--- config.mk ---
export PLATFORM = sky130hd
export DESIGN_NAME = tmoirq_top
export DESIGN_NICKNAME = d
export VERILOG_FILES = /design/src/rtl/tmoirq_phase.v /design/src/rtl/tmoirq_sync.v /design/src/rtl/tmoirq_top.v
export VERILOG_INCLUDE_DIRS = /design/src /design/src/rtl
export SDC_FILE = /design/constraint.sdc
export NUM_CORES = 1
export LEC_CHECK = 0
export BUFFER_PORTS_ARGS = -buffer_cell sky130_fd_sc_hd__buf_2
export CAP_MARGIN = 25
export CORE_ASPECT_RATIO = 1.1
export CORE_MARGIN = 5
export CORE_UTILIZATION = 44
export DETAILED_ROUTE_END_ITERATION = 16
export GPL_TIMING_DRIVEN = 0
export PLACE_DENSITY = 0.83
export SYNTH_ARGS = -nofsm -noshare
export SYNTH_HDL_FRONTEND = slang
export SYNTH_SLANG_ARGS = --single-unit
--- constraint.sdc ---
create_clock -name ref_clk -period 1.4 [get_ports ref_clk]
set_input_delay 0.07 -clock ref_clk [delete_from_list [all_inputs] [get_ports ref_clk]]
set_output_delay 0.07 -clock ref_clk [all_outputs]
set_load 0.01 [all_outputs]
--- src/rtl/tmoirq_consts.vh ---
// Constants for the timer overflow interrupt block: register offsets, bit positions,
// reset values and timing counts. Assumes inclusion by every design file of the block.
`ifndef TMOIRQ_CONSTS_VH
`define TMOIRQ_CONSTS_VH

// Register byte offsets on the Wishbone slave.
`define TMO_ADDR_COUNT 4'h0
`define TMO_ADDR_CTRL 4'h4
`define TMO_ADDR_IRQ 4'h8
`define TMO_ADDR_STATUS 4'hc
`define TMO_ADDR_MASK 4'h0

// Interrupt control register bit positions.
`define TMO_BIT_FLAG 2
`define TMO_BIT_ENABLE 5

// Configuration register bit positions.
`define TMO_BIT_SRC 5
`define TMO_BIT_EDGE 4
`define TMO_BIT_PSA 3

// Status and mask bit positions.
`define TMO_ST_OVF 0
`define TMO_ST_EDGE 1
`define TMO_ST_WIDTH 2

// Reset values.
`define TMO_CTRL_RST 8'hff
`define TMO_IRQ_RST 8'h00

// Counter limits.
`define TMO_COUNT_MAX 8'hff
`define TMO_COUNT_MIN 8'h00

// Instruction cycle is four phases of the core oscillator; ref_clk is one phase.
`define TMO_PHASES 2'h3
`define TMO_WRITE_HOLD 2'h2

`endif

--- src/rtl/tmoirq_phase.v ---
// Phase generator: turns ref_clk into the four instruction phases and strobes.
// Assumes ref_clk is the core oscillator, one phase per cycle.
`timescale 1ns/100ps
`include "tmoirq_consts.vh"

module tmoirq_phase (
  // Clock and reset.
  input wire ref_clk,
  input wire rst,
  // Phase strobes.
  output reg q2_en,
  output reg q4_en
);

  reg [1:0] phase;

  // Phase counter with registered strobes for the second and fourth phase.
  always @(posedge ref_clk) begin
    if (rst) begin
      phase <= 2'h0;
      q2_en <= 1'b0;
      q4_en <= 1'b0;
    end else begin
      phase <= phase + 2'h1;
      q2_en <= (phase == 2'h0);
      q4_en <= (phase == 2'h2);
    end
  end

endmodule

--- src/rtl/tmoirq_sync.v ---
// Pin synchroniser for the external count input; it outputs a filtered level, and the edges are detected in the top module.
// Assumes the input is asynchronous to ref_clk.
`timescale 1ns/100ps
`include "tmoirq_consts.vh"

module tmoirq_sync (
  // Clock and reset.
  input wire ref_clk,
  input wire rst,
  // Raw pin.
  input wire pin_in,
  // Synchronised level.
  output reg level
);

  reg s1;
  reg s2;
  reg s3;

  // Three flops; the level changes only once the last two agree.
  always @(posedge ref_clk) begin
    if (rst) begin
      s1 <= 1'b0;
      s2 <= 1'b0;
      s3 <= 1'b0;
      level <= 1'b0;
    end else begin
      s1 <= pin_in;
      s2 <= s1;
      s3 <= s2;
      if (s2 == s3) begin
        level <= s3;
      end
    end
  end

endmodule

--- src/rtl/tmoirq_top.v ---
// Timer overflow interrupt block: 8-bit timer/counter with overflow flag, enable,
// external count input synchronised on two phases, and a Wishbone register slave.
// Assumes a classic Wishbone master on ref_clk and an asynchronous count pin.
//
// Notes on behaviour
// Wrap from ff to 00 is overflow.
// Wrap sets overflow flag, bit two.
// Enable bit five gates the interrupt.
// Flag stays set until software clears.
// Halt stops counting, no overflow.
// No prescaler: input passes undivided.
// Input sampled on phases two, four.
// Source holds each level two phases plus.
// Timer mode counts each instruction cycle.
// Counter write blocks two increments.
// Edge select picks rising or falling.
// Flag sets even when enable clear.
//
// The Wishbone slave port and the address map are this design's own decisions.
`timescale 1ns/100ps
`include "tmoirq_consts.vh"

module tmoirq_top (
  // Clock and reset.
  input wire ref_clk,
  input wire rst,
  // Wishbone slave.
  input wire wb_cyc_i,
  input wire wb_stb_i,
  input wire wb_we_i,
  input wire [3:0] wb_adr_i,
  input wire [3:0] wb_sel_i,
  input wire [31:0] wb_dat_i,
  output reg [31:0] wb_dat_o,
  output reg wb_ack_o,
  // Pins and core status.
  input wire ext_count_input,
  input wire halt,
  // Interrupt outputs.
  output wire overflow_irq,
  output wire irq
);

  reg [7:0] timer_count_register;
  reg [7:0] config_register;
  reg overflow_flag;
  reg overflow_irq_enable;
  reg [`TMO_ST_WIDTH-1:0] status;
  reg [`TMO_ST_WIDTH-1:0] mask;
  reg [1:0] hold_cnt;
  reg sample_q2;
  reg sample_q4;
  reg prev_sample;
  reg [7:0] next_count;
  reg inc;
  reg bump;
  wire q2_en;
  wire q4_en;
  wire pin_level;
  wire prescaler_out;
  wire count_source_select;
  wire source_edge_select;
  wire wb_req;
  wire wr;
  wire wrap;
  wire ext_edge;

  // Decodes a write to one register on the low byte lane.
  function wr_hit;
    input [3:0] adr;
    input [3:0] target;
    input [3:0] sel;
    begin
      wr_hit = (adr == target) && sel[0];
    end
  endfunction

  tmoirq_phase u_phase (
    .ref_clk(ref_clk),
    .rst(rst),
    .q2_en(q2_en),
    .q4_en(q4_en)
  );

  tmoirq_sync u_sync (
    .ref_clk(ref_clk),
    .rst(rst),
    .pin_in(ext_count_input),
    .level(pin_level)
  );

  assign count_source_select = config_register[`TMO_BIT_SRC];
  assign source_edge_select = config_register[`TMO_BIT_EDGE];
  assign wb_req = wb_cyc_i && wb_stb_i && !wb_ack_o;
  assign wr = wb_req && wb_we_i;

  // undivided input path
  // The divider is not modelled, so the pin is the prescaler output as is.
  assign prescaler_out = pin_level;

  // phase sampling
  // Sampling on Q2 and Q4 is why the source needs two phases per level.
  always @(posedge ref_clk) begin
    if (rst) begin
      sample_q2 <= 1'b0;
      sample_q4 <= 1'b0;
      prev_sample <= 1'b0;
    end else begin
      if (q2_en) begin
        sample_q2 <= prescaler_out;
      end
      if (q4_en) begin
        sample_q4 <= sample_q2;
        prev_sample <= sample_q4;
      end
    end
  end

  // edge select
  // A rising edge counts when the select bit is clear, a falling one when set.
  assign ext_edge = source_edge_select ? (prev_sample && !sample_q4) : (!prev_sample && sample_q4);

  // Increment decision taken once per instruction cycle at Q4.
  always @* begin
    bump = 1'b0;
    inc = 1'b0;
    if (q4_en) begin
      // one per cycle
      bump = count_source_select ? ext_edge : 1'b1;
    end
    // halt stops timer
    // write inhibit
    inc = bump && !halt && (hold_cnt == 2'h0);
  end

  // wrap detection
  assign wrap = inc && (timer_count_register == `TMO_COUNT_MAX);

  always @* begin
    next_count = timer_count_register;
    if (inc) begin
      next_count = timer_count_register + 8'h01;
    end
  end

  // Counter and write-inhibit window; a software write outranks an increment.
  always @(posedge ref_clk) begin
    if (rst) begin
      timer_count_register <= `TMO_COUNT_MIN;
      hold_cnt <= 2'h0;
    end else if (wr && wr_hit(wb_adr_i, `TMO_ADDR_COUNT, wb_sel_i)) begin
      timer_count_register <= wb_dat_i[7:0];
      // block two increments
      hold_cnt <= `TMO_WRITE_HOLD;
    end else begin
      timer_count_register <= next_count;
      if (q4_en && hold_cnt != 2'h0) begin
        hold_cnt <= hold_cnt - 2'h1;
      end
    end
  end

  // Configuration register: source, edge and prescaler assignment bits.
  always @(posedge ref_clk) begin
    if (rst) begin
      config_register <= `TMO_CTRL_RST;
    end else if (wr && wr_hit(wb_adr_i, `TMO_ADDR_CTRL, wb_sel_i)) begin
      config_register <= wb_dat_i[7:0];
    end
  end

  // Interrupt control: flag is set by hardware, cleared only by software.
  // A wrap in the same cycle as a clearing write wins, so no event is lost.
  always @(posedge ref_clk) begin
    if (rst) begin
      overflow_flag <= 1'b0;
      overflow_irq_enable <= 1'b0;
    end else begin
      if (wr && wr_hit(wb_adr_i, `TMO_ADDR_IRQ, wb_sel_i)) begin
        overflow_irq_enable <= wb_dat_i[`TMO_BIT_ENABLE];
        // software clear
        overflow_flag <= wb_dat_i[`TMO_BIT_FLAG];
      end
      // set regardless of enable
      if (wrap) begin
        overflow_flag <= 1'b1;
      end
    end
  end

  // enable gating
  assign overflow_irq = overflow_flag && overflow_irq_enable;

  // Sticky status: overflow and external edge events, write one to clear.
  always @(posedge ref_clk) begin
    if (rst) begin
      status <= {`TMO_ST_WIDTH{1'b0}};
      mask <= {`TMO_ST_WIDTH{1'b0}};
    end else begin
      if (wr && wb_adr_i == `TMO_ADDR_STATUS && wb_sel_i[0]) begin
        status <= status & ~wb_dat_i[`TMO_ST_WIDTH-1:0];
      end
      if (wr && wb_adr_i == `TMO_ADDR_STATUS && wb_sel_i[1]) begin
        mask <= wb_dat_i[`TMO_ST_WIDTH+7:8];
      end
      if (wrap) begin
        status[`TMO_ST_OVF] <= 1'b1;
      end
      if (q4_en && ext_edge) begin
        status[`TMO_ST_EDGE] <= 1'b1;
      end
    end
  end

  assign irq = |(status & mask);

  // Wishbone answer: ack one cycle after the request, read data registered with it.
  // Unmapped offsets ack with zero data so a stray access never hangs the bus.
  always @(posedge ref_clk) begin
    if (rst) begin
      wb_ack_o <= 1'b0;
      wb_dat_o <= 32'h00000000;
    end else begin
      wb_ack_o <= wb_req;
      wb_dat_o <= 32'h00000000;
      if (wb_req && !wb_we_i) begin
        case (wb_adr_i)
          `TMO_ADDR_COUNT: begin
            wb_dat_o <= {24'h000000, timer_count_register};
          end
          `TMO_ADDR_CTRL: begin
            wb_dat_o <= {24'h000000, config_register};
          end
          `TMO_ADDR_IRQ: begin
            wb_dat_o <= {24'h000000, 2'h0, overflow_irq_enable, 2'h0, overflow_flag, 2'h0};
          end
          `TMO_ADDR_STATUS: begin
            wb_dat_o <= {22'h000000, mask, 6'h00, status};
          end
          default: begin
            wb_dat_o <= 32'h00000000;
          end
        endcase
      end
    end
  end

endmodule

After elaboration in Yosys (flattened, before gate mapping)
Cells that the tools add are included.

Flip-flop bits (word level): 68. Bits in latches: 0. RAM bits: 0. ROM bits: 0. Input port bits: 47. Output and inout bits: 35. Logic and storage cells: 85. Memories: 0.

Add/subtract/negate cells: 3. Multiply operators: 0. Div/mod/pow operators: 0. $lt $le $gt $ge: 0. Equality and inequality tests: 6. Shift operators: 0. Multiplexer cells: 13. Bitwise operators: 4. Reductions and logical operators: 38.

Operators by type and width (number): 10-bit case mux with 4 select lines (1); 1-bit logical AND (21); 8-bit two-way mux (2); 2-bit nonzero test (6); 8-bit by 1-bit adder with 8-bit output (second input constant) (1); 4-bit == test (second input constant) (2); 8-bit == test (second input constant) (1); 1-bit two-way mux (7); 2-bit two-way mux (3); 2-bit OR reduction (3); 1-bit zero test (5); 2-bit AND (2); 4-bit by 3-bit == test with 1-bit output (second input constant) (1); 2-bit zero test (2); 4-bit zero test (1); 2-bit by 1-bit adder with 2-bit output (second input constant) (1); 2-bit == test (second input constant) (1); 2-bit NOT (1); 2-bit by 1-bit subtractor with 2-bit output (second input constant) (1); 1-bit == test (1); 1-bit NOT (1).

Longest topological paths before layout
Gate-level depths: netlist of the first run.

Depth in word-level cells: 9. Gate-level depth with buffers: 7. Depth with buffers taken out: 6.

Cells and area by module
From an unflattened synthesis of the first run, not the netlist that was laid out.

Cells, all modules: 238. Area total of the unflattened synthesis: 2104.5 um^2.

By module, submodules not included: tmoirq_top (times used 1, cells each 216, area each 1856.8 um^2, seq. area each 760.7 um^2); tmoirq_phase (times used 1, cells each 12, area each 135.1 um^2, seq. area each 80.1 um^2); tmoirq_sync (times used 1, cells each 10, area each 112.6 um^2, seq. area each 80.1 um^2).

Least setup slack after synthesis of the first run
Ideal clock, no wire load.

Path kind: register to register. Start point: register hold_cnt[0]. End point: register timer_count_register[5]. Setup time: 0.091 ns. Arrival time: 1.452 ns. Data required time: 1.309 ns. Path slack: -0.143 ns. Cell stages (with the launch flop): 7. Buffers on the path: 0. Period minus slack after synthesis: 1.543 ns. Cell sequence: dfxtp_1 -> inv_1 -> ha_1 -> and3b_2 -> o31ai_4 -> or4_1 -> a311oi_1.

Word-level cells in the longest chain between the ends: 3.

Ends and longest elaborated chain: start, declared (line tmoirq_top.v:50) `reg [1:0] hold_cnt;`; start signal, assigned (line tmoirq_top.v:154) `` hold_cnt <= `TMO_WRITE_HOLD; ``; start signal, assigned (line tmoirq_top.v:158) `hold_cnt <= hold_cnt - 2'h1;`; 2-bit zero test (line tmoirq_top.v:133) `inc = bump && !halt && (hold_cnt == 2'h0);`; 1-bit logical AND (line tmoirq_top.v:133); 2-bit nonzero test (no line); end signal, assigned (line tmoirq_top.v:149) `` timer_count_register <= `TMO_COUNT_MIN; ``; end signal, assigned (line tmoirq_top.v:152) `timer_count_register <= wb_dat_i[7:0];`; end signal, assigned (line tmoirq_top.v:156) `timer_count_register <= next_count;`; end, declared (line tmoirq_top.v:44) `reg [7:0] timer_count_register;`.

No other way between the ends. A chain may end at the register's enable or synchronous reset.

Final worst setup path of the first run
Start point: register hold_cnt[1]. End point: register timer_count_register[5].

The elaborated chain is that of the path after synthesis.

==> metrics.md, run 1 <==
| Metric | Value |
|---|---|
| Reg2reg start | hold_cnt[1]$_SDFFE_PP0P_ |
| Hold Vio Cnt, Final | 0 |
| Crit. End Element | flop |
| Maximum VDD drop | 0.000345 V |
| Slew Limit Fails | 0 |
| Critical path origin | hold_cnt[1]$_SDFFE_PP0P_ |
| DRT iter0 DRCs | between 150 and 200 |
| GRT overflow | 0 |
| Clock Sink Count | 46 |
| Die height | 82.6 µm |
| Sequential-to-total area share from yosys stat | 0.437 |
| Relative slew slack | 0.548 |
| Fmax | between 600 and 700 MHz |
| Share of layout cells above drive strength 1 | 0.341 |
| Vias in the first global route | around 1,800 |
| Cell family with most CP delay | simple AND/OR/NAND/NOR gates |
| Number of different library cells in the post-synthesis netlist | 41 |
| DIE AREA | 0.00628 mm² |
| Root Buffer Master | clkbuf_8 |
| Area Growth Syn to Fin | 28.5% |
| Critical path buffer and inverter count | 1 |
| Worst reg2reg path endpoint | timer_count_register[5]$_SDFFE_PP0P_ |
| Avg Inst Size Synth | 9.05 µm² |
| Area occupied by registers | 931 µm² |
| Worst Tran Pin Value | 0.669 ns |
| Setup violations, final | 22 |
| Final Skew | around 0.0084 ns |
| Clock Tree Buf Depth | 2 |
| Hold_ws | between 0.006 and 0.007 ns |
| Top Usage Layer GRT | met2 |
| Initial Util | 0.453 |
| Crit Path Category | reg2reg |
| DR vias | 1,848 |
| Multi-input gate area | 0.00108 mm² |
| Worst R2R Path Depth | 6 |
| Met2 usage | 0.288 |
| Avg WL per Cell | about 14 µm |
| Worst endpoint required time | 1.60 ns |
| Largest net degree at the start of global routing | 14 |
| Internal reg-to-reg setup slack | -0.21 ns |
| M1 GR Usage | 0.162 |
| Die W | 76.0 µm |
| Worst Hold Class | in2reg |
| Worst setup SP type | flop |
| DRC viols | 0 |
| Fill cells | 407 |
| Synth Register Bits | 46 |
| Final Core Density | 0.583 |
| Min cycle time layout | roughly 1.6 ns |
| Clock slew at the register clock pins of the worst setup and hold paths | 0.08 ns |
| Final non-filler cell total | 361 |
| Max-cap violations | 0 |
| Total GRT Usage | 0.155 |
| First-pass GRT wire length | 7890 µm |
| Post-DRT Antenna Nets | 0 |
| DR vias/cell | 5.12 |
| Critical Path Stages | 6 |
| CP Cell Sequence | inv_2, ha_4, and3b_2, o31ai_4, or4_4, a311oi_2 |
| DR pass1 iterations | 4 |
| Overall routed net length | 5060 µm |
| Clk_lat worst skew | 0.29 ns |
| Mapped Area | about 0.0021 mm² |
| Post-Synthesis Cells | 233 |
| Crit path DAT | 1.81 ns |
| Period utilization | 1.15 |
| Yosys warns | 0 |
| Post-synth EDFFs | 0 |
| TritonCTS clock tree | done |
| Largest stage delay, worst path | 0.44 ns |
| Initial antenna violation count | 0 |
| Core Box Area | 0.00465 mm² |
| H-tree lvl count | 2 |
| Crit path capture | timer_count_register[5]$_SDFFE_PP0P_ |
| Worst-path fanout max | 6 |
| Fin worst setup slack | -0.214 ns |
| Post-DP HPWL | 3420 µm |
| Buffers added on ports | 34 |
| Top_reg_cell synth | dfxtp_1 |
| Row cnt | 26 |
| RSZ-0062 raised after global routing | yes |
| Placed cells | 344 |
| Total CTS buffers | 5 |
| Leak Pwr | 1.24 nW |
| Violated checks | negative setup slack |
| Ys async rst share | 0 |
| P per Cell Area | 861 mW/mm² |
| GPL Wtd Cong | between 0.8 and 0.9 |
| Crit path max-delay cell type | or4_4 |
| Ports | 82 |
| Global-route met3 utilization | 0.0401 |
| N_diodes | 0 |
| Outcome | complete, but fails checks |
| Layout Nets | 356 |
## how the worst min path moves through the flow
stage                                from                    to  slack, ns  depth (start not counted)
after global placement    ext_count_input  u_sync.s1$_SDFF_PP0_       0.28                          2
after CTS                     wb_dat_i[8]  mask[0]$_SDFFE_PP0P_      0.005                          3
final                         wb_dat_i[8]  mask[0]$_SDFFE_PP0P_      0.007                          3
after global routing          wb_dat_i[8]  mask[0]$_SDFFE_PP0P_      0.008                          3
after detailed placement  ext_count_input  u_sync.s1$_SDFF_PP0_       0.30                          2
after floorplan           ext_count_input  u_sync.s1$_SDFF_PP0_       0.20                          1
## final cells by class
class	count	area share
clock inverters	2	0.00369
clock buffers	5	0.0254
plain buffers	32	0.0872
repair buffers	44	0.0955
multi-input cells	161	0.397
inverters	15	0.0217
flip-flops and latches	46	0.343
well taps	56	0.0258
## per-layer routing
metal | part of all wire | vias to the layer above
met1 | 0.40 | 845
met5 | 0 | -
met2 | 0.50 | 74
li1 | - | 914
met4 | 0.028 | 0
met3 | 0.074 | 15
## cells by family after synthesis
group / after synthesis / share of synthesized area
AOI/OAI and AO/OA: 40 / 0.139
and+or+nand+nor: 77 / 0.189
xor gates and xnor gates: 2 / 0.00831
DFF: 46 / 0.437
adders and majority gates: 4 / 0.0237
buffers and inverters: 47 / 0.126
muxes: 16 / 0.0759
other: 1 / 0.00178
## layout by cell type, fill, tap and decap left out, types with 6 or more instances in the layout
cell      count
dfxtp_1      38
buf_2        35
nor2_1       30
buf_4        28
conb_1       22
mux2i_1      16
inv_1        12
nand2_1       9
o21ai_0       9
nor2b_1       8
a211o_1       8
dfxtp_2       8
clkbuf_8      6
buf_6         6
nor3_1        6
## cell usage after synthesis (2+ instances only)
master    instances  area [µm²]
a211oi_1          2        15.0
a311oi_1          4        35.0
mux2i_1          16         160
buf_4            23         173
a31oi_1           2        12.5
o31ai_1           2        15.0
clkbuf_1          4        15.0
buf_2             3        15.0
inv_1            15        56.3
or4_1             2        15.0
nor2_1           30         113
buf_1             2        7.51
a21oi_1           7        35.0
ha_1              4        50.1
nor3_1            6        30.0
o31a_1            2        17.5
nor2b_1           8        50.1
a221oi_1          2        17.5
and3_1            2        12.5
nand2_1           9        33.8
o21ai_0           9        45.0
dfxtp_1          46         921
a211o_1           8        70.1
nand3_1           6        30.0
or3_1             3        18.8
## worst reg2reg max path, delay by kind of cell, from the launching register on
family / cells / cell delay [ns]
AOI/OAI and AO/OA: 2 / 0.38
buffers and inverters: 1 / 0.06
and+or+nand+nor: 2 / 0.65
DFF: 1 / 0.33
adders and majority gates: 1 / 0.12
## stage by stage
stage	setup TNS, ns	area (µm²)	setup WS [ns]	power [mW]
floorplan	-0.0234	2230	-0.0108	1.52
global placement	-2.80	2470	-0.218	1.57
detailed placement	-3.50	2470	-0.252	1.58
CTS	-1.50	2670	-0.211	2.33
global route	-3.59	2710	-0.278	2.42
finish	-2.19	2710	-0.214	2.33
## where the power goes
group          switching (mW)  internal (mW)  total [mW]
Combinational           0.122          0.109       0.231
Sequential             0.0107           1.32        1.34
Clock                   0.433          0.336       0.769
Total                   0.566           1.77        2.33
## what timing repair did
action / CTS / global route
gates resized for setup: 16 / 11
hold buffers: 1 / 0
pin swaps: 6 / 10
hold endpoints to repair: 1 / 0
endpoints found under the setup margin: 20 / 25
gates cloned: 1 / 1
setup buffers: 6 / 1
## registers in the layout (all words and copies together), names as in the netlist, 2 cells and up
| name | count |
|---|---|
| hold_cnt | 2 |
| config_register | 8 |
| u_phase.phase | 2 |
| wb_dat_o | 10 |
| timer_count_register | 8 |
| status | 2 |
| mask | 2 |
No activity file was read; power rests on OpenSTA's default activity.
==> run 2: changes to the inputs <==
--- a/config.mk
+++ b/config.mk
@@ -10,10 +10,10 @@
 export CAP_MARGIN = 25
 export CORE_ASPECT_RATIO = 1.1
 export CORE_MARGIN = 5
-export CORE_UTILIZATION = 44
+export CORE_UTILIZATION = 40
 export DETAILED_ROUTE_END_ITERATION = 16
 export GPL_TIMING_DRIVEN = 0
-export PLACE_DENSITY = 0.83
+export PLACE_DENSITY = 0.77
 export SYNTH_ARGS = -nofsm -noshare
 export SYNTH_HDL_FRONTEND = slang
 export SYNTH_SLANG_ARGS = --single-unit
==> run 2 against run 1 <==
Against the previous run: the run still ends with negative setup slack left; largest cell class unchanged; critical path type unchanged; largest power group unchanged; first-iteration DRC count decreased by 54%; worst hold slack got worse by 0.00056 ns; utilization shrank 4.0 points; combinational power shrank 2%.
==> metrics.md, run 2 (same netlist as run 1, synthesis figures left out) <==
| Metric | Value |
|---|---|
| Vias in the first global route | 1,766 (-1.3%) |
| Max-cap violations | 0 (unchanged) |
| Worst R2R Path Depth | 5 (-1) |
| Clock Tree Buf Depth | 2 (unchanged) |
| Overall power | 2.54 mW (+8.6%) |
| P per Cell Area | 922 mW/mm² (+7.1%) |
| Leak Pwr | 1.26 nW (+2.1%) |
| Worst Hold Class | in2reg |
| Worst Tran Pin Value | 0.702 ns (+0.0329 ns) |
| Initial Util | 0.416 (-0.0372) |
| Worst-path fanout max | 7 (+1) |
| Avg WL per Cell | 13.6 µm (-2.8%) |
| Area Growth Syn to Fin | 30.4% |
| Most flop-heavy register | wb_dat_o |
| H-tree lvl count | 2 (unchanged) |
| DRC viols | 0 (unchanged) |
| Ports | 82 (unchanged) |
| Total CTS buffers | 5 (unchanged) |
| GRT overflow | 0 (unchanged) |
| Layout Nets | 358 (+0.56%) |
| Worst setup SP type | flop |
| Most common cell after layout, fill and taps aside | dfxtp_1 |
| Root Buffer Master | clkbuf_8 |
| Maximum VDD drop | 0.000368 V (+6.5%) |
| Final Skew | 0.00725 ns (-0.00115 ns) |
| Crit path capture | timer_count_register[5]$_SDFFE_PP0P_ |
| Overall routed net length | 4980 µm (-1.4%) |
| Worst reg2reg path endpoint | timer_count_register[5]$_SDFFE_PP0P_ |
| Critical path origin | sample_q4$_SDFFE_PP0P_ |
| N_diodes | 0 (unchanged) |
| Crit Path Category | reg2reg |
| Worst endpoint required time | 1.60 ns (about the same) |
| Share of layout cells above drive strength 1 | 0.347 (+0.00642) |
| Reg2reg start | sample_q4$_SDFFE_PP0P_ |
| Min cycle time layout | 1.59 ns (-0.0247 ns) |
| Final Core Density | 0.543 (-0.0399) |
| Outcome | complete, but fails checks |
| Total GRT Usage | 0.148 (-0.00722) |
| RSZ-0062 raised after global routing | yes |
| Violated checks | negative setup slack |
| Clock Sink Count | 46 (unchanged) |
| GPL Wtd Cong | 0.837 (+4.1%) |
| DR vias | 1,826 (-1.2%) |
| Internal reg-to-reg setup slack | -0.19 ns (+0.02 ns) |
| Post-DRT Antenna Nets | 0 (unchanged) |
| Row cnt | 27 (+3.8%) |
| Max reg flops | 10 (unchanged) |
| Post-DP HPWL | 3450 µm (+0.94%) |
| Largest net degree at the start of global routing | 15 (+1) |
| TritonCTS clock tree | done |
| DR vias/cell | 4.99 (-2.5%) |
| Period utilization | 1.13 (-0.0177) |
| Fin worst setup slack | -0.189 ns (+0.0247 ns) |
| Relative slew slack | 0.525 (-0.0222) |
| Setup WS pre-CTS | -0.257 ns (-0.00543 ns) |
| Buffers added on ports | 34 (unchanged) |
| Top flop regs | wb_dat_o: 10 flops, config_register: 8 flops, timer_count_register: 8 flops |
| Crit path DAT | 1.79 ns (-0.02 ns) |
| Hold Path Depth | 3 (unchanged) |
| Area occupied by registers | 932 µm² (+0.13%) |
| Setup violations, final | 12 (-45%) |
| DR pass1 iterations | 4 (unchanged) |
| Most frequent cells in the layout | dfxtp_1 (37), buf_2 (35), nor2_1 (30), buf_4 (30), conb_1 (22) |
| DRT iter0 DRCs | 72 (-54%) |
| Clock slew at the register clock pins of the worst setup and hold paths | 0.08 ns (about the same) |
| Clk_lat worst skew | 0.30 ns (about the same) |
| Die height | 86.2 µm (+4.3%) |
| First-pass GRT wire length | 8080 µm (+2.4%) |
| Fmax | 629 MHz (+1.6%) |
| Fill cells | 461 (+13%) |
| Crit. End Element | flop |
| Multi-input gate area | 0.00107 mm² (-0.58%) |
| Die W | 79.2 µm (+4.2%) |
| Hold Vio Cnt, Final | 0 (unchanged) |
| DIE AREA | 0.00683 mm² (+8.7%) |
| Initial antenna violation count | 0 (unchanged) |
| Slew Limit Fails | 0 (unchanged) |
| Core Box Area | 0.00507 mm² (+8.9%) |
## run 2: cell type report
type | instances | share of cell area
inverters | 15 | 0.0205
well taps | 58 | 0.0264
clock buffers | 5 | 0.0250
clock inverters | 3 | 0.0146
plain buffers | 32 | 0.0859
multi-input cells | 161 | 0.389
repair buffers | 46 | 0.0996
flip-flops and latches | 46 | 0.339
## run 2: worst min path at each step
stage                            to  slack, ns             from
5_1_grt        mask[1]$_SDFFE_PP0P_       0.02      wb_dat_i[9]
6_report       mask[0]$_SDFFE_PP0P_      0.006      wb_dat_i[8]
3_5_place_dp   u_sync.s1$_SDFF_PP0_       0.30  ext_count_input
3_3_place_gp   u_sync.s1$_SDFF_PP0_       0.28  ext_count_input
2_1_floorplan  u_sync.s1$_SDFF_PP0_       0.20  ext_count_input
4_1_cts        mask[0]$_SDFFE_PP0P_      0.003      wb_dat_i[8]
## run 2: power breakdown
part | switching, mW | total (mW) | internal (mW) | leakage, nW
sequential | 0.0107 | 1.34 | 1.32 | 0.376
clock | 0.448 | 0.974 | 0.526 | 0.0579
combinational | 0.119 | 0.227 | 0.108 | 0.828
total | 0.578 | 2.54 | 1.96 | 1.26
## run 2: critical path, cell delays in order (launching register included)
cell,delay (ns)
dfxtp_2,0.35
and3b_2,0.23
o31ai_4,0.40
buf_6,0.19
o31ai_2,0.06
a311oi_1,0.26
## run 2: routing by layer
layer  wire (µm)  GRT usage
met5           0          0
met4          97     0.0547
met3         311     0.0431
met1        2040      0.166
met2        2540      0.262
## run 2: repair_timing
| action | CTS | global route |
|---|---|---|
| buffers inserted | 8 | 1 |
| hold buffers | 1 | 0 |
| setup endpoints to repair | 21 | 25 |
| cloned | 2 | 0 |
| gates resized for setup | 16 | 14 |
| pin swaps | 9 | 6 |
| endpoints found under the hold margin | 1 | 0 |
## run 2: stage by stage
step                      setup TNS, ns  hold slack, ns  area [µm²]  std cells
after floorplan                 -0.0234           0.198        2230        254
after global placement            -2.81           0.279        2470        346
after detailed placement          -3.11           0.303        2470        346
after CTS                         -1.62         0.00301        2710        365
after global routing              -3.01          0.0247        2750        366
final                             -1.46         0.00610        2750        366
==> run 3: changes to the inputs <==
--- a/config.mk
+++ b/config.mk
@@ -13,7 +13,7 @@
 export CORE_UTILIZATION = 40
 export DETAILED_ROUTE_END_ITERATION = 16
 export GPL_TIMING_DRIVEN = 0
-export PLACE_DENSITY = 0.77
+export PLACE_DENSITY = 0.71
 export SYNTH_ARGS = -nofsm -noshare
 export SYNTH_HDL_FRONTEND = slang
 export SYNTH_SLANG_ARGS = --single-unit
==> run 3 against run 2 <==
Against the previous run: cell area is 1.1% lower; sequential share of layout area is 0.30 points higher; wire length is 7.7% lower; via count is 3.0% lower; worst hold slack better by 0.0051 ns; first-iteration DRC count is 13% lower; clock power is 0.6% lower; count of clock-buffer cells in the layout is 1 higher; global-route usage is 0.89 points lower; critical endpoint is now timer_count_register[1]$_SDFFE_PP0P_; die area stayed put; highest routed layer unchanged; clock skew is 0.0019 ns lower; combinational power hardly changed; the run still ends with negative setup slack left.
==> metrics.md, run 3 (same netlist as run 1, synthesis figures left out) <==
| Metric | Value |
|---|---|
| GRT overflow | 0 (unchanged) |
| DR vias | 1,772 (-3.0%) |
| Overall routed net length | 4600 µm (-7.7%) |
| Multi-input gate area | 0.00106 mm² (-1.2%) |
| Row cnt | 27 (unchanged) |
| Critical path origin | sample_q4$_SDFFE_PP0P_ |
| Root Buffer Master | clkbuf_8 |
| Total CTS buffers | 5 (unchanged) |
| Outcome | complete, but fails checks |
| Slew Limit Fails | 0 (unchanged) |
| Worst-path fanout max | 7 (unchanged) |
| RSZ-0062 raised after global routing | yes |
| Crit Path Category | reg2reg |
| First-pass GRT wire length | 7540 µm (-6.7%) |
| Clock Sink Count | 46 (unchanged) |
| Final Core Density | 0.537 (-0.00617) |
| DR pass1 iterations | 4 (unchanged) |
| Max reg flops | 10 (unchanged) |
| Total GRT Usage | 0.139 (-0.00887) |
| Crit path max-delay cell type | o31ai_4 |
| Worst endpoint required time | 1.56 ns (-0.04 ns) |
| Largest net degree at the start of global routing | 15 (unchanged) |
| P per Cell Area | 930 mW/mm² (+0.86%) |
| Ports | 82 (unchanged) |
| Period utilization | 1.12 (-0.0164) |
| Most common cell after layout, fill and taps aside | dfxtp_1 |
| Overall power | 2.53 mW (-0.29%) |
| Cell family with most CP delay | compound AO/OA/AOI/OAI gates |
| TritonCTS clock tree | done |
| Seq pwr share | 0.527 (about the same) |
| Fill cells | 467 (+1.3%) |
| Clock slew at the register clock pins of the worst setup and hold paths | 0.08 ns (about the same) |
| Relative slew slack | 0.516 (-0.00984) |
| Final Skew | 0.00533 ns (-0.00192 ns) |
| Placed cells | 346 (unchanged) |
| Avg WL per Cell | 12.6 µm (-7.2%) |
| Maximum VDD drop | 0.000403 V (+9.6%) |
| Hold Vio Cnt, Final | 0 (unchanged) |
| Area Growth Syn to Fin | 28.9% |
| Crit path DAT | 1.73 ns (-0.06 ns) |
| Worst setup SP type | flop |
| Fin worst setup slack | -0.166 ns (+0.0230 ns) |
| Top flop regs | wb_dat_o: 10 flops, config_register: 8 flops, timer_count_register: 8 flops |
| Fmax | 639 MHz (+1.5%) |
| Area occupied by registers | 930 µm² (-0.27%) |
| Setup violations, final | 10 (-2) |
| N_diodes | 0 (unchanged) |
| Worst Tran Pin Value | 0.716 ns (+0.0146 ns) |
| Die W | 79.2 µm (unchanged) |
| Crit. End Element | flop |
| Clock Tree Buf Depth | 2 (unchanged) |
| Clk_lat worst skew | 0.29 ns (about the same) |
| Clock network fraction of design power | 0.383 (about the same) |
| Initial antenna violation count | 0 (unchanged) |
| Violated checks | negative setup slack |
| Reg2reg start | sample_q4$_SDFFE_PP0P_ |
| CP Cell Sequence | and3b_1, o31ai_4, buf_6, mux2i_1, a211oi_2 |
| Worst Hold Class | in2reg |
| Largest stage delay, worst path | 0.39 ns (about the same) |
| Most frequent cells in the layout | dfxtp_1 (39), buf_2 (35), nor2_1 (30) |
| Post-DRT Antenna Nets | 0 (unchanged) |
| DIE AREA | 0.00683 mm² (unchanged) |
| DR vias/cell | 4.87 (-2.4%) |
| Initial Util | 0.416 (unchanged) |
| Net Sw Power | 565 µW (-2.3%) |
| Setup TNS | -1.25 ns (+0.212 ns) |
| GPL Wtd Cong | 0.841 (+0.47%) |
| Most flop-heavy register | wb_dat_o |
| Switching Share | 0.223 (-0.00463) |
| Leak Pwr | 1.24 nW (-1.3%) |
| H-tree lvl count | 2 (unchanged) |
| Critical path buffer and inverter count | 1 (unchanged) |
| Max-cap violations | 0 (unchanged) |
| Buffers added on ports | 34 (unchanged) |
| Die height | 86.2 µm (unchanged) |
| Core Box Area | 0.00507 mm² (unchanged) |
| Comb power frac | 0.090 (about the same) |
| DRC viols | 0 (unchanged) |
| Vias in the first global route | 1,659 (-6.1%) |
| Hold path startpoint | wb_dat_i[8] |
| Final non-filler cell total | 364 (-0.55%) |
| Post-DP HPWL | 3370 µm (-2.3%) |
| Share of layout cells above drive strength 1 | 0.324 (-0.0239) |
| Internal | 1.96 mW (+0.31%) |
| DRT iter0 DRCs | 63 (-13%) |
| Min cycle time layout | 1.57 ns (-0.0230 ns) |
| Layout Nets | 356 (-0.56%) |
| Setup WS pre-CTS | -0.237 ns (+0.0201 ns) |
run 3: metal layers:
layer  GRT usage  vias to the layer above  wire length (µm)
li1            -                      909                 -
met1       0.160                      799              1970
met2       0.234                       57              2250
met3      0.0399                        7               297
met4      0.0688                        0                91
met5           0                        -                 0
run 3: cell type report:
type                    count  share of cell area
multi-input cells         161               0.389
clock inverters             2              0.0138
well taps                  58              0.0267
inverters                  15              0.0207
repair buffers             44              0.0952
flip-flops and latches     46               0.342
clock buffers               6              0.0267
plain buffers              32              0.0860
run 3: timing repair:
item	in CTS	in global routing
buffers inserted	6	1
gates cloned	2	0
endpoints found under the setup margin	24	20
hold buffers	1	0
resized for setup	16	6
hold endpoints to repair	1	0
pin swaps	3	2
run 3: stage by stage:
| step | hold slack, ns | area (µm²) |
|---|---|---|
| global placement | 0.278 | 2470 |
| finish | 0.0112 | 2720 |
| detailed placement | 0.289 | 2470 |
| global route | 0.0320 | 2720 |
| CTS | 0.00672 | 2700 |
| floorplan | 0.198 | 2230 |
run 3: worst reg2reg max path: cells and delay by family, from the launching register on:
family	cells	cell delay, ns
DFF	1	0.35
buffers and inverters	1	0.17
AOI/OAI and AO/OA	2	0.48
muxes	1	0.22
and+or+nand+nor	1	0.21
run 3: path summary, 6_finish.rpt:
check,end,slack [ns],cells after the start
worst max register to register,timer_count_register[1]$_SDFFE_PP0P_,-0.17,5
worst min-delay path,mask[0]$_SDFFE_PP0P_,0.01,3
worst max-delay path,timer_count_register[1]$_SDFFE_PP0P_,-0.17,5
worst min register to register,u_phase.phase[0]$_SDFF_PP0_,0.42,1
run 3: power groups by stage:
stage               Clock, mW  Sequential, mW  Combinational, mW
floorplan                   0            1.36              0.151
global placement            0            1.36              0.209
detailed placement          0            1.37              0.213
CTS                     0.991            1.33              0.220
global route             1.05            1.34              0.253
finish                  0.968            1.33              0.227
